**config.mk**
```make
export PLATFORM = sky130hd
export DESIGN_NAME = smsq_top
export DESIGN_NICKNAME = d
export VERILOG_FILES = /design/src/verilog/smsq_pkg.sv /design/src/verilog/smsq_corr_mem.sv /design/src/verilog/smsq_top.sv
export SDC_FILE = /design/constraint.sdc
export NUM_CORES = 2
export LEC_CHECK = 0
export ABC_AREA = 1
export BUFFER_PORTS_ARGS = -buffer_cell sky130_fd_sc_hd__buf_2
export CORE_ASPECT_RATIO = 1.1
export CORE_MARGIN = 2
export CORE_UTILIZATION = 25
export CTS_CLUSTER_SIZE = 30
export DETAILED_ROUTE_END_ITERATION = 10
export GPL_TIMING_DRIVEN = 0
export PLACE_DENSITY = 0.4
export SLEW_MARGIN = 20
export SYNTH_ARGS = -nofsm -noshare
export SYNTH_HDL_FRONTEND = slang
export SYNTH_SLANG_ARGS = --single-unit
```
**constraint.sdc**
```tcl
create_clock -name CLOCK -period 6.1 [get_ports CLOCK]
set_clock_uncertainty 0.15 [all_clocks]
set_input_delay 1.22 -clock CLOCK [delete_from_list [all_inputs] [get_ports CLOCK]]
set_output_delay 1.22 -clock CLOCK [all_outputs]
set_load 0.01 [all_outputs]
```
**src/verilog/smsq_pkg.sv**
```systemverilog
// Constants shared by the scan mirror sequencer and its testbench.
// Assumes a single 10 MHz clock domain.
package smsq_pkg;
   // Clock
   localparam int CLK_HZ = 10_000_000;
   // Angular step sizes, microradians
   localparam int EW_INC_MECH_URAD = 8;
   localparam int EW_INC_OPT_URAD = 16;
   localparam int NS_INC_URAD = 8;
   // Rates
   localparam int SLEW_RATE_DEG_S = 10;
   localparam int SCAN_RATE_OPT_DEG_S = 20;
   localparam int IR_RATE_HZ = 5460;
   localparam int VIS_RATE_HZ = 21840;
   // Sample footprints, microradians east-west
   localparam int VIS_SAMPLE_URAD = 16;
   localparam int IR_SAMPLE_URAD = 64;
   localparam int VIS_PER_BLOCK = IR_SAMPLE_URAD / VIS_SAMPLE_URAD;
   // One step per visible sample; longest period rounds down
   localparam int STEP_DIV_CYC = CLK_HZ / VIS_RATE_HZ;
   // Line reversal
   localparam int REV_TIME_MS = 200;
   localparam int REV_CYC = CLK_HZ / 1000 * REV_TIME_MS;
   localparam int REV_STEPS = 32;
   localparam logic [4:0] REV_LAST = 5'h1F;
   localparam logic [4:0] NS_REV_INCS = 5'h1C;
   localparam int NS_REV_URAD = 224;
   // Quarter-wave cosine magnitude, steps per reversal sub-interval
   localparam logic [7:0] COS_TAB [16] = '{8'h88, 8'h87, 8'h84, 8'h80, 8'h7B, 8'h75, 8'h6D, 8'h65,
                                           8'h5B, 8'h51, 8'h46, 8'h3A, 8'h2E, 8'h21, 8'h14, 8'h07};
   // Subprogram dwell, 0.2 s
   localparam int DWELL_TIME_MS = 200;
   localparam int DWELL_CYC = CLK_HZ / 1000 * DWELL_TIME_MS;
   localparam int CLAMP_LINES = 4;
   // Detectors
   localparam int N_VIS = 8;
   localparam int N_IR_SIDE = 7;
   localparam int N_DET = 22;
   // Command kinds
   localparam logic [1:0] KIND_FRAME = 2'h0;
   localparam logic [1:0] KIND_PRIO = 2'h1;
   localparam logic [1:0] KIND_STAR = 2'h2;
   // What follows a completed slew
   localparam logic [1:0] RET_SCAN = 2'h0;
   localparam logic [1:0] RET_HOLD = 2'h1;
   localparam logic [1:0] RET_DWELL = 2'h2;
   localparam logic [1:0] RET_RESUME = 2'h3;
endpackage

```
**src/verilog/smsq_corr_mem.sv**
```systemverilog
// Fixed-pattern pointing correction store, one word per scan address.
// Assumes the loader writes it before scanning; read data is registered.
module smsq_corr_mem #(
   parameter int ADDR_W = 8,
   parameter int DATA_W = 6
) (
   input wire logic clk,
   input wire logic wr_en,
   input wire logic [ADDR_W-1:0] wr_addr,
   input wire logic [DATA_W-1:0] wr_data,
   input wire logic [ADDR_W-1:0] rd_addr,
   output logic [DATA_W-1:0] rd_data
);
   logic [DATA_W-1:0] mem [2**ADDR_W];

   if (ADDR_W < 1 || ADDR_W > 12)
   begin : g_chk
      $error("smsq_corr_mem: ADDR_W out of range");
   end

   always_ff @(posedge clk)
   begin
      if (wr_en)
      begin
         mem[wr_addr] <= wr_data;
      end
      rd_data <= mem[rd_addr];
   end
endmodule // smsq_corr_mem

```
**src/verilog/smsq_top.sv**
```systemverilog
// Scan mirror sequencer: slews, bidirectional lines, cosine reversals, sampling.
// Assumes commands come from controller logic on the same clock.
module smsq_top #(
   parameter int POS_W = 16,
   parameter int INC_BITS = 8,
   parameter int CORR_W = 6,
   parameter int STEP_DIV = smsq_pkg::STEP_DIV_CYC,
   parameter int REV_CYC = smsq_pkg::REV_CYC,
   parameter int DWELL_CYC = smsq_pkg::DWELL_CYC,
   parameter int CLAMP_LINES = smsq_pkg::CLAMP_LINES,
   parameter logic [15:0] SPACE_EW = 16'h0000,
   parameter logic [15:0] SPACE_NS = 16'h0000,
   parameter logic [15:0] BB_EW = 16'h0000,
   parameter logic [15:0] BB_NS = 16'h0000
) (
   input wire logic CLOCK,
   input wire logic SRST,
   input wire logic CMD_VALID,
   input wire logic [1:0] CMD_KIND,
   input wire logic [POS_W-1:0] CMD_START_EW,
   input wire logic [POS_W-1:0] CMD_START_NS,
   input wire logic [POS_W-1:0] CMD_END_EW,
   input wire logic [POS_W-1:0] CMD_END_NS,
   input wire logic CAL_REQ,
   input wire logic SIDE_SEL,
   input wire logic CORR_WE,
   input wire logic [INC_BITS-1:0] CORR_ADDR,
   input wire logic [CORR_W-1:0] CORR_DATA,
   output logic EW_STEP,
   output logic EW_DIR,
   output logic NS_STEP,
   output logic NS_DIR,
   output logic [POS_W-INC_BITS-1:0] EW_CYCLE,
   output logic [INC_BITS-1:0] EW_INCR,
   output logic [POS_W-INC_BITS-1:0] NS_CYCLE,
   output logic [INC_BITS-1:0] NS_INCR,
   output logic START_OF_LINE,
   output logic VIS_SAMPLE,
   output logic IR_SAMPLE,
   output logic [smsq_pkg::N_VIS-1:0] VIS_EN,
   output logic [smsq_pkg::N_IR_SIDE-1:0] UPPER_IR_EN,
   output logic [smsq_pkg::N_IR_SIDE-1:0] LOWER_IR_EN,
   output logic BUSY,
   output logic SPACE_LOOK,
   output logic BB_LOOK
);
   typedef enum logic [2:0] {S_IDLE, S_SLEW_EW, S_SLEW_NS, S_SOL, S_SCAN, S_REV, S_DWELL, S_HOLD} smsq_state_e;

   typedef struct packed {
      smsq_state_e state;
      logic [1:0] ret;
      logic [POS_W-1:0] ew_pos;
      logic [POS_W-1:0] ns_pos;
      logic [POS_W-1:0] tgt_ew;
      logic [POS_W-1:0] tgt_ns;
      logic [POS_W-1:0] sav_ew;
      logic [POS_W-1:0] sav_ns;
      logic [POS_W-1:0] start_ew;
      logic [POS_W-1:0] end_ew;
      logic [POS_W-1:0] end_ns;
      logic [POS_W-1:0] cmd_ew;
      logic [POS_W-1:0] cmd_ns;
      logic line_west;
      logic star;
      logic cal_pend;
      logic [15:0] div_cnt;
      logic [4:0] sub_cnt;
      logic [23:0] sub_tim;
      logic [23:0] acc;
      logic [1:0] smp_cnt;
      logic [7:0] line_cnt;
      logic [23:0] dwell;
      logic ew_step;
      logic ew_dir;
      logic ns_step;
      logic ns_dir;
      logic sol;
      logic vis_smp;
      logic ir_smp;
      logic space_look;
      logic bb_look;
      logic busy;
      logic [smsq_pkg::N_VIS-1:0] vis_en;
      logic [smsq_pkg::N_IR_SIDE-1:0] up_en;
      logic [smsq_pkg::N_IR_SIDE-1:0] lo_en;
   } smsq_state_s;

   localparam logic [23:0] SUB_CYC = 24'(REV_CYC / smsq_pkg::REV_STEPS);
   localparam logic [23:0] DWELL_LAST = 24'(DWELL_CYC - 1);
   localparam logic [15:0] DIV_LAST = 16'(STEP_DIV - 1);
   localparam logic [7:0] CLAMP_N = 8'(CLAMP_LINES);

   if (STEP_DIV < 16 || STEP_DIV > 65535 || REV_CYC / smsq_pkg::REV_STEPS <= 136 ||
       REV_CYC >= 2**28 || DWELL_CYC < 1 || DWELL_CYC >= 2**24 || CLAMP_LINES < 1 ||
       CLAMP_LINES > 255 || POS_W != 16 || INC_BITS < 1 || INC_BITS >= POS_W || CORR_W >= POS_W)
   begin : g_chk
      $error("smsq_top: parameter out of range");
   end

   smsq_state_s st_reg;
   smsq_state_s st_next;
   logic [CORR_W-1:0] corr;
   logic tick;
   logic [7:0] mag;
   logic [23:0] sum;
   logic line_end;

   // Correction table addressed by the increment within the encoder cycle
   smsq_corr_mem #(
      .ADDR_W(INC_BITS),
      .DATA_W(CORR_W)
   ) u_corr (
      .clk(CLOCK),
      .wr_en(CORR_WE),
      .wr_addr(CORR_ADDR),
      .wr_data(CORR_DATA),
      .rd_addr(st_reg.ew_pos[INC_BITS-1:0]),
      .rd_data(corr)
   );

   function automatic logic [POS_W-1:0] bump(input logic [POS_W-1:0] p, input logic down);
      return down ? p - 1'b1 : p + 1'b1;
   endfunction

   always_comb
   begin
      st_next = st_reg;
      tick = st_reg.div_cnt == DIV_LAST;
      mag = smsq_pkg::COS_TAB[st_reg.sub_cnt[4] ? ~st_reg.sub_cnt[3:0] : st_reg.sub_cnt[3:0]];
      sum = st_reg.acc + {16'h0000, mag};
      line_end = st_reg.ew_pos == (st_reg.line_west ? st_reg.end_ew : st_reg.start_ew);
      st_next.ew_step = 1'b0;
      st_next.ns_step = 1'b0;
      st_next.sol = 1'b0;
      st_next.vis_smp = 1'b0;
      st_next.ir_smp = 1'b0;
      // Free-running divider keeps every slew and scan step period identical
      st_next.div_cnt = tick ? 16'h0000 : st_reg.div_cnt + 16'h0001;
      st_next.vis_en = '1;
      st_next.up_en = SIDE_SEL ? '0 : '1;
      st_next.lo_en = SIDE_SEL ? '1 : '0;
      // Correction lags position by one cycle through the registered table
      if (st_reg.star)
      begin
         st_next.cmd_ew = st_reg.ew_pos;
      end
      else
      begin
         st_next.cmd_ew = st_reg.ew_pos + {{(POS_W-CORR_W){corr[CORR_W-1]}}, corr};
      end
      st_next.cmd_ns = st_reg.ns_pos;
      if (CMD_VALID && (st_reg.state == S_IDLE || st_reg.state == S_HOLD || CMD_KIND == smsq_pkg::KIND_PRIO))
      begin
         // A priority frame preempts anything in progress
         st_next.start_ew = CMD_START_EW;
         st_next.end_ew = CMD_END_EW;
         st_next.end_ns = CMD_END_NS;
         st_next.tgt_ew = CMD_START_EW;
         st_next.tgt_ns = CMD_START_NS;
         st_next.star = CMD_KIND == smsq_pkg::KIND_STAR;
         st_next.ret = CMD_KIND == smsq_pkg::KIND_STAR ? smsq_pkg::RET_HOLD : smsq_pkg::RET_SCAN;
         st_next.line_west = 1'b1;
         st_next.line_cnt = 8'h00;
         st_next.space_look = 1'b0;
         st_next.bb_look = 1'b0;
         st_next.state = S_SLEW_EW;
      end
      else
      begin
         case (st_reg.state)
            S_SLEW_EW:
            begin
               if (st_reg.ew_pos == st_reg.tgt_ew)
               begin
                  st_next.state = S_SLEW_NS;
               end
               else if (tick)
               begin
                  st_next.ew_step = 1'b1;
                  st_next.ew_dir = st_reg.tgt_ew < st_reg.ew_pos;
                  st_next.ew_pos = bump(st_reg.ew_pos, st_reg.tgt_ew < st_reg.ew_pos);
               end
            end
            S_SLEW_NS:
            begin
               if (st_reg.ns_pos == st_reg.tgt_ns)
               begin
                  case (st_reg.ret)
                     smsq_pkg::RET_HOLD: st_next.state = S_HOLD;
                     smsq_pkg::RET_DWELL:
                     begin
                        st_next.dwell = 24'h000000;
                        st_next.state = S_DWELL;
                     end
                     default: st_next.state = S_SOL;
                  endcase
               end
               else if (tick)
               begin
                  // Origin at the northwest corner: south counts up
                  st_next.ns_step = 1'b1;
                  st_next.ns_dir = st_reg.tgt_ns < st_reg.ns_pos;
                  st_next.ns_pos = bump(st_reg.ns_pos, st_reg.tgt_ns < st_reg.ns_pos);
               end
            end
            S_SOL:
            begin
               st_next.sol = 1'b1;
               st_next.smp_cnt = 2'h0;
               st_next.state = S_SCAN;
            end
            S_SCAN:
            begin
               if (line_end)
               begin
                  st_next.sub_cnt = 5'h00;
                  st_next.sub_tim = 24'h000000;
                  st_next.acc = 24'h000000;
                  // Stop rather than overshoot the southern limit
                  if (st_reg.ns_pos + POS_W'(smsq_pkg::NS_REV_INCS) > st_reg.end_ns)
                  begin
                     st_next.state = S_IDLE;
                  end
                  else
                  begin
                     st_next.state = S_REV;
                  end
               end
               else if (tick)
               begin
                  st_next.ew_step = 1'b1;
                  st_next.ew_dir = st_reg.line_west;
                  st_next.ew_pos = bump(st_reg.ew_pos, st_reg.line_west);
                  st_next.vis_smp = 1'b1;
                  st_next.ir_smp = st_reg.smp_cnt == 2'h0;
                  st_next.smp_cnt = st_reg.smp_cnt + 2'h1;
               end
            end
            S_REV:
            begin
               // Rate-accumulator spreads each sub-interval's steps evenly
               if (sum >= SUB_CYC)
               begin
                  st_next.acc = sum - SUB_CYC;
                  st_next.ew_step = 1'b1;
                  st_next.ew_dir = st_reg.line_west ^ st_reg.sub_cnt[4];
                  st_next.ew_pos = bump(st_reg.ew_pos, st_reg.line_west ^ st_reg.sub_cnt[4]);
               end
               else
               begin
                  st_next.acc = sum;
               end
               if (st_reg.sub_tim == 24'h000000 && st_reg.sub_cnt < smsq_pkg::NS_REV_INCS)
               begin
                  st_next.ns_step = 1'b1;
                  st_next.ns_dir = 1'b0;
                  st_next.ns_pos = st_reg.ns_pos + 1'b1;
               end
               if (st_reg.sub_tim == SUB_CYC - 24'h000001)
               begin
                  st_next.sub_tim = 24'h000000;
                  st_next.sub_cnt = st_reg.sub_cnt + 5'h01;
                  if (st_reg.sub_cnt == smsq_pkg::REV_LAST)
                  begin
                     st_next.line_west = ~st_reg.line_west;
                     st_next.line_cnt = st_reg.line_cnt + 8'h01;
                     // Subprograms run only at a line turn, so no line is cut
                     if (st_reg.cal_pend || st_reg.line_cnt + 8'h01 >= CLAMP_N)
                     begin
                        st_next.sav_ew = st_next.ew_pos;
                        st_next.sav_ns = st_next.ns_pos;
                        st_next.bb_look = st_reg.cal_pend;
                        st_next.space_look = ~st_reg.cal_pend;
                        st_next.tgt_ew = st_reg.cal_pend ? BB_EW : SPACE_EW;
                        st_next.tgt_ns = st_reg.cal_pend ? BB_NS : SPACE_NS;
                        st_next.cal_pend = 1'b0;
                        st_next.line_cnt = st_reg.cal_pend ? st_reg.line_cnt + 8'h01 : 8'h00;
                        st_next.ret = smsq_pkg::RET_DWELL;
                        st_next.state = S_SLEW_EW;
                     end
                     else
                     begin
                        st_next.state = S_SOL;
                     end
                  end
               end
               else
               begin
                  st_next.sub_tim = st_reg.sub_tim + 24'h000001;
               end
            end
            S_DWELL:
            begin
               st_next.dwell = st_reg.dwell + 24'h000001;
               if (st_reg.dwell == DWELL_LAST)
               begin
                  st_next.tgt_ew = st_reg.sav_ew;
                  st_next.tgt_ns = st_reg.sav_ns;
                  st_next.space_look = 1'b0;
                  st_next.bb_look = 1'b0;
                  st_next.ret = smsq_pkg::RET_RESUME;
                  st_next.state = S_SLEW_EW;
               end
            end
            default:
            begin
               st_next.state = st_reg.state;
            end
         endcase
      end
      st_next.busy = st_next.state != S_IDLE && st_next.state != S_HOLD;
      // Request arriving with the clear is kept
      if (CAL_REQ)
      begin
         st_next.cal_pend = 1'b1;
      end
   end

   always_ff @(posedge CLOCK)
   begin
      if (SRST)
      begin
         st_reg <= '0;
         st_reg.vis_en <= '1;
         st_reg.up_en <= '1;
      end
      else
      begin
         st_reg <= st_next;
      end
   end

   assign EW_STEP = st_reg.ew_step;
   assign EW_DIR = st_reg.ew_dir;
   assign NS_STEP = st_reg.ns_step;
   assign NS_DIR = st_reg.ns_dir;
   assign EW_CYCLE = st_reg.cmd_ew[POS_W-1:INC_BITS];
   assign EW_INCR = st_reg.cmd_ew[INC_BITS-1:0];
   assign NS_CYCLE = st_reg.cmd_ns[POS_W-1:INC_BITS];
   assign NS_INCR = st_reg.cmd_ns[INC_BITS-1:0];
   assign START_OF_LINE = st_reg.sol;
   assign VIS_SAMPLE = st_reg.vis_smp;
   assign IR_SAMPLE = st_reg.ir_smp;
   assign VIS_EN = st_reg.vis_en;
   assign UPPER_IR_EN = st_reg.up_en;
   assign LOWER_IR_EN = st_reg.lo_en;
   assign BUSY = st_reg.busy;
   assign SPACE_LOOK = st_reg.space_look;
   assign BB_LOOK = st_reg.bb_look;
endmodule // smsq_top

```
# == Word level (Yosys, flattened, before mapping) ==
# Memory sizes are Yosys's and may differ from the RTL's. A register that Yosys moved wholly into a read port is not among the register bits.
# Index checks and enable logic that the tools add are counted.
# word_totals
register_bits,319
mem_bits_rw,1536
mem_bits_ro,128
in_bits,86
out_inout_bits,64
word_cells,231
mem_count,2
# memory_table
name,words,word_bits,read_ports,rd_clocked_by_memory_dff,write_ports,line,rtl
u_corr.mem,256,6,1,1,1,smsq_corr_mem.sv:14,logic [DATA_W-1:0] mem [2**ADDR_W];
(no name shown),16,8,1,0,0,smsq_top.sv:129,mag = smsq_pkg::COS_TAB[st_reg.sub_cnt[4] ? ~st_reg.sub_cnt[3:0] : st_reg.sub_cnt[3:0]];
# op_classes
addsub,14
order_cmp,7
eq_ne,39
muxes,83
bitwise,8
reduce_logical,42
# op_table
op,count
16-bit 2-to-1 mux,14
64-bit 2-to-1 mux,3
53-bit one-hot mux with 2 select lines,1
24-bit 2-to-1 mux,4
32-bit 2-to-1 mux,2
32-bit one-hot mux with 2 select lines,1
53-bit 2-to-1 mux,1
"16-bit by 1-bit adder with 16-bit output, second input constant",3
"24-bit by 1-bit adder with 24-bit output, second input constant",2
16-bit == test,3
16-bit one-hot mux with 3 select lines,1
24-bit one-hot mux with 2 select lines,1
2-bit 2-to-1 mux,17
16-bit less-than comparator,2
8-bit 2-to-1 mux,4
16-bit one-hot mux with 2 select lines,1
"16-bit by 1-bit subtractor with 16-bit output, second input constant",2
"2-bit inequality test, second input constant",15
5-bit 2-to-1 mux,5
5-bit AND reduction,5
24-bit by 8-bit adder with 24-bit output,1
"24-bit by 16-bit == test with 1-bit output, second input constant",1
"24-bit by 21-bit == test with 1-bit output, second input constant",1
"24-bit by 16-bit greater-or-equal comparator with 1-bit output, second input constant",1
other kinds (45),102

# == Depth between registers and ports, before layout ==
# logic_depth
word_depth,14
depth_mapped,31
ltp_nobuf,29

# == Cells and area by module ==
# From an unflattened synthesis, not the netlist that was laid out.
# hier_totals
cells_unflattened,8361
hier_area_um2,82882.0
# by_module_without_submodules
mod,n_inst,cells_each,area_per_inst_um2,seq_area_each_um2
smsq_corr_mem,1,5386,63151.8,46244.4
smsq_top,1,2975,19730.2,5985.7

# == Worst setup path after synthesis ==
# OpenSTA, ideal clock, no wires.
# synth_path
kind,register -> register
from,reg st_reg[118] in the netlist's numbering
to,reg st_reg[80] in the netlist's numbering
setup_time_ns,0.126
t_arrival_ns,3.590
t_required_ns,5.824
slack_ns,2.235
stages_incl_launch_ff,30
n_path_buf,4
synth_period_minus_slack_ns,3.865
path_cell_list,dfxtp_1 clkbuf_1 nand2_1 nand2_1 clkbuf_1 nor2_1 nor2_1 inv_1 o21ai_0 inv_1 ha_1 nand3_1 nand3_1 xor2_1 inv_1 ha_1 inv_1 nor2_1 nor2_1 nor2_2 nand2_1 nand2_1 nand2_2 nand2_4 nand3_4 buf_6 buf_6 nand4_1 nand3_1 o21ai_1
# synth_via
elab_chain_cells,9
word_cells_on_any_way,10
classes_between,add/sub: 2; order compare: 1; mux: 5; bitwise: 1; memory: 1
# synth_rtl
item,line,rtl
"start, declared",smsq_top.sv:100,smsq_state_s st_reg;
"start signal, assigned",smsq_top.sv:329,st_reg <= st_next;
4-bit 2-to-1 mux *,smsq_top.sv:129,
4-bit NOT with 5-bit output *,smsq_top.sv:129,
memory 16 x 8 bit *,-,
8-bit 2-to-1 mux * (2 in a row),smsq_top.sv:129,
24-bit by 8-bit adder with 24-bit output *,smsq_top.sv:130,"sum = st_reg.acc + {16'h0000, mag};"
24-bit by 16-bit subtractor with 24-bit output or 24-bit by 16-bit greater-or-equal comparator with 1-bit output (tied branches),"smsq_top.sv:244, smsq_top.sv:242",
24-bit 2-to-1 mux *,smsq_top.sv:242,if (sum >= SUB_CYC)
53-bit one-hot mux with 2 select lines *,smsq_top.sv:170,case (st_reg.state)
# Every way passes the cells marked *; elsewhere a longest branch is shown, timed or not. The select of a mux whose other input is x is not followed.
# A chain may end at the register's enable or synchronous reset.

==> metrics <==
status finished, final reports clean; clock network power share 0.381; multiplexer share of the synthesized area 0.0002490; PD cells 346.0 nW/µm²; adder-cell share of the synthesized area 0.01482; Comb pwr share 0.208; Final #Nets 8,366; Crit. End Element register; Post-CTS Resized 0; final setup violation count 0; TritonCTS clock tree yes; Highest Clock Rate 165.3 MHz; Synth area leader edfxtp_1; first-pass GRT wire length slightly above 600,000 µm; PnR worst setup slack roughly 52 ps; max cap viols 0; RePlAce Congestion 1.057; Syn Inst Count between 7,000 and 8,000; number of buffers created by CTS 214; # clock sinks approximately 1,800; drt total wl 486,400 µm; num ports 150; P_sw 11.20 mW; pre-CTS setup slack ~570 ps; Final period util 0.9915; Post-synth ARST share 0; hold buffer count at cts 0; M2 GR Usage 0.4317; hold_ws 300.4 ps; antenna violations before repair 104; Rows 218; Max rail drop VDD 270.0 µV; Avg Vias per Cell 5.560; DR iter-0 viols 11,380; clock latency on the worst-skew pair 990 ps; met3 usage 0.08316; H-tree depth 4; simple-gate area share of the yosys netlist 0.1406; average wire per standard cell 38.14 µm; post-synthesis xor/xnor area fraction 0.01220; Core Util, Final 0.3052; largest family of logic cells by synthesized area simple AND/OR/NAND/NOR gates; Cell Area, Synth between 80,000 and 90,000 µm²; most used routing layer met2; DRC errors left 0; Die X about 540 µm; commonest cells in the synthesized netlist 1,536 x edfxtp_1, 1,403 x nor2_1, 1,075 x o21ai_0; initial core utilization 0.2510; root buffer cell clkbuf_16; min Tclk post-route 6048 ps; top-count cell post-synth edfxtp_1; total die area roughly 330,000 µm²; CP Class register to register; per-instance average area after synthesis 10.48 µm²; DR pass1 iterations 8; Tightest Hold Check Type register to register; dpl hpwl 351,600 µm; prevailing post-synth register cell edfxtp_1; Post-DP Area 90,630 µm²; RSZ-0062 raised after global routing no; CP Max Fanout 10; Layout Area Growth over Synthesis 21.56%; Leak Pwr 33.97 nW; Via Count 70,920; postcts setup bufs 0; Switching Share 0.3312; Synth Area in Compound Gates 0.1353; post-synth top area share 0.5738; Synth area leaders edfxtp_1 57%, dfxtp_1 7.6%, o21ai_0 6.7%; Overflow after GRT 0; #FFs+latches synth 1,841; Final Hold Fails 0; worst path arrival time 6550 ps; antenna violation net count after detailed routing 0; Global Route met1 Usage 0.3454; vias in the first global route 64,130; cell-internal power 22.61 mW; largest net degree at the start of global routing roughly 120; Post-synth EDFFs 1,536; Synth warnings 0; Slew HR 0.06167; ratio of cells with drive above 1 in the final layout 0.1232; port buffer count 138; part of the power in registers 0.411; post-synthesis sequential area ratio 0.6497; GRT Overall Usage 0.2897; Distinct cells, synth 73; Worst-path clk slew 60 ps; critical path data required time between 6000 and 7000 ps; Max clock buf depth 4; Finished Cell Area 97,720 µm²; slew at the pin closest to its max-slew limit between 1000 and 1500 ps; max reg flops 1,536; Final Max Slew Viols 0; Core Footprint between 300,000 and 400,000 µm²; Setup crit start kind register; die height 598.7 µm
placed cells by master (no fill, tap or decap), types with 215 or more instances in the layout:
master,n
clkbuf_16,215
nand2_1,883
nor2_1,1396
inv_1,384
clkbuf_2,274
o22ai_1,267
dfxtp_1,305
o21ai_0,1075
edfxtp_1,1536
nand3_1,275
a21oi_1,258
critical path, cell delays in order (launching register included):
cell      delay [ps]
dfxtp_1          550
buf_2            600
inv_2            470
buf_2            340
clkbuf_1         530
o21ai_0          360
o22ai_1          110
o211ai_1         780
nand3_1          380
nand2_1          160
nand2_1           60
nor3_1           160
nor2_1            50
o21ai_0          700
nand2_1          390
metal layers:
metal	share of wire	up-vias
li1	-	28500
met1	0.36	35560
met2	0.43	5440
met3	0.11	1394
met4	0.094	18
met5	0.00037	-
kinds of logic after synthesis:
group,Yosys count
simple gates,2772
compound gates,1917
flops,1841
buf+inv,929
xor+xnor,112
fa+ha+maj,94
mux,2
other cells,1
power by group through the flow:
stage	Sequential, mW	Clock [mW]	Combinational [mW]
global placement	14.2	0	5.94
detailed placement	14.2	0	6.57
global route	13.9	13.4	6.92
finish	13.9	12.9	7.02
CTS	13.9	12.9	6.58
floorplan	14.1	0	2.37
metrics by stage:
| step | TNS [ps] | total power, mW | instances |
|---|---|---|---|
| floorplan | 0 | 16.46 | 7675 |
| global placement | -26030 | 20.15 | 12100 |
| detailed placement | 0 | 20.73 | 12250 |
| CTS | 0 | 33.41 | 12640 |
| global route | 0 | 34.21 | 12670 |
| finish | 0 | 33.81 | 12750 |
final timing paths:
| kind | startpoint | end | slack, ps | depth (start not counted) |
|---|---|---|---|---|
| max reg2reg | st_reg[298] | u_corr.rd_data[4] | 50 | 14 |
| min | st_reg[219] | st_reg[219] | 300 | 2 |
| max | st_reg[298] | u_corr.rd_data[4] | 50 | 14 |
| min reg2reg | st_reg[219] | st_reg[219] | 300 | 2 |
final cells by class:
type	instances	area (µm²)
repair buffers	295	4568
diodes	106	265.3
inverters	406	1524
clock buffers	265	5598
plain buffers	523	2606
clock inverters	123	1136
flip-flops and latches	1841	52230
well taps	4290	5368
multi-input cells	4905	24420
fillers	33120	222500
No activity file was read; power rests on OpenSTA's default activity.
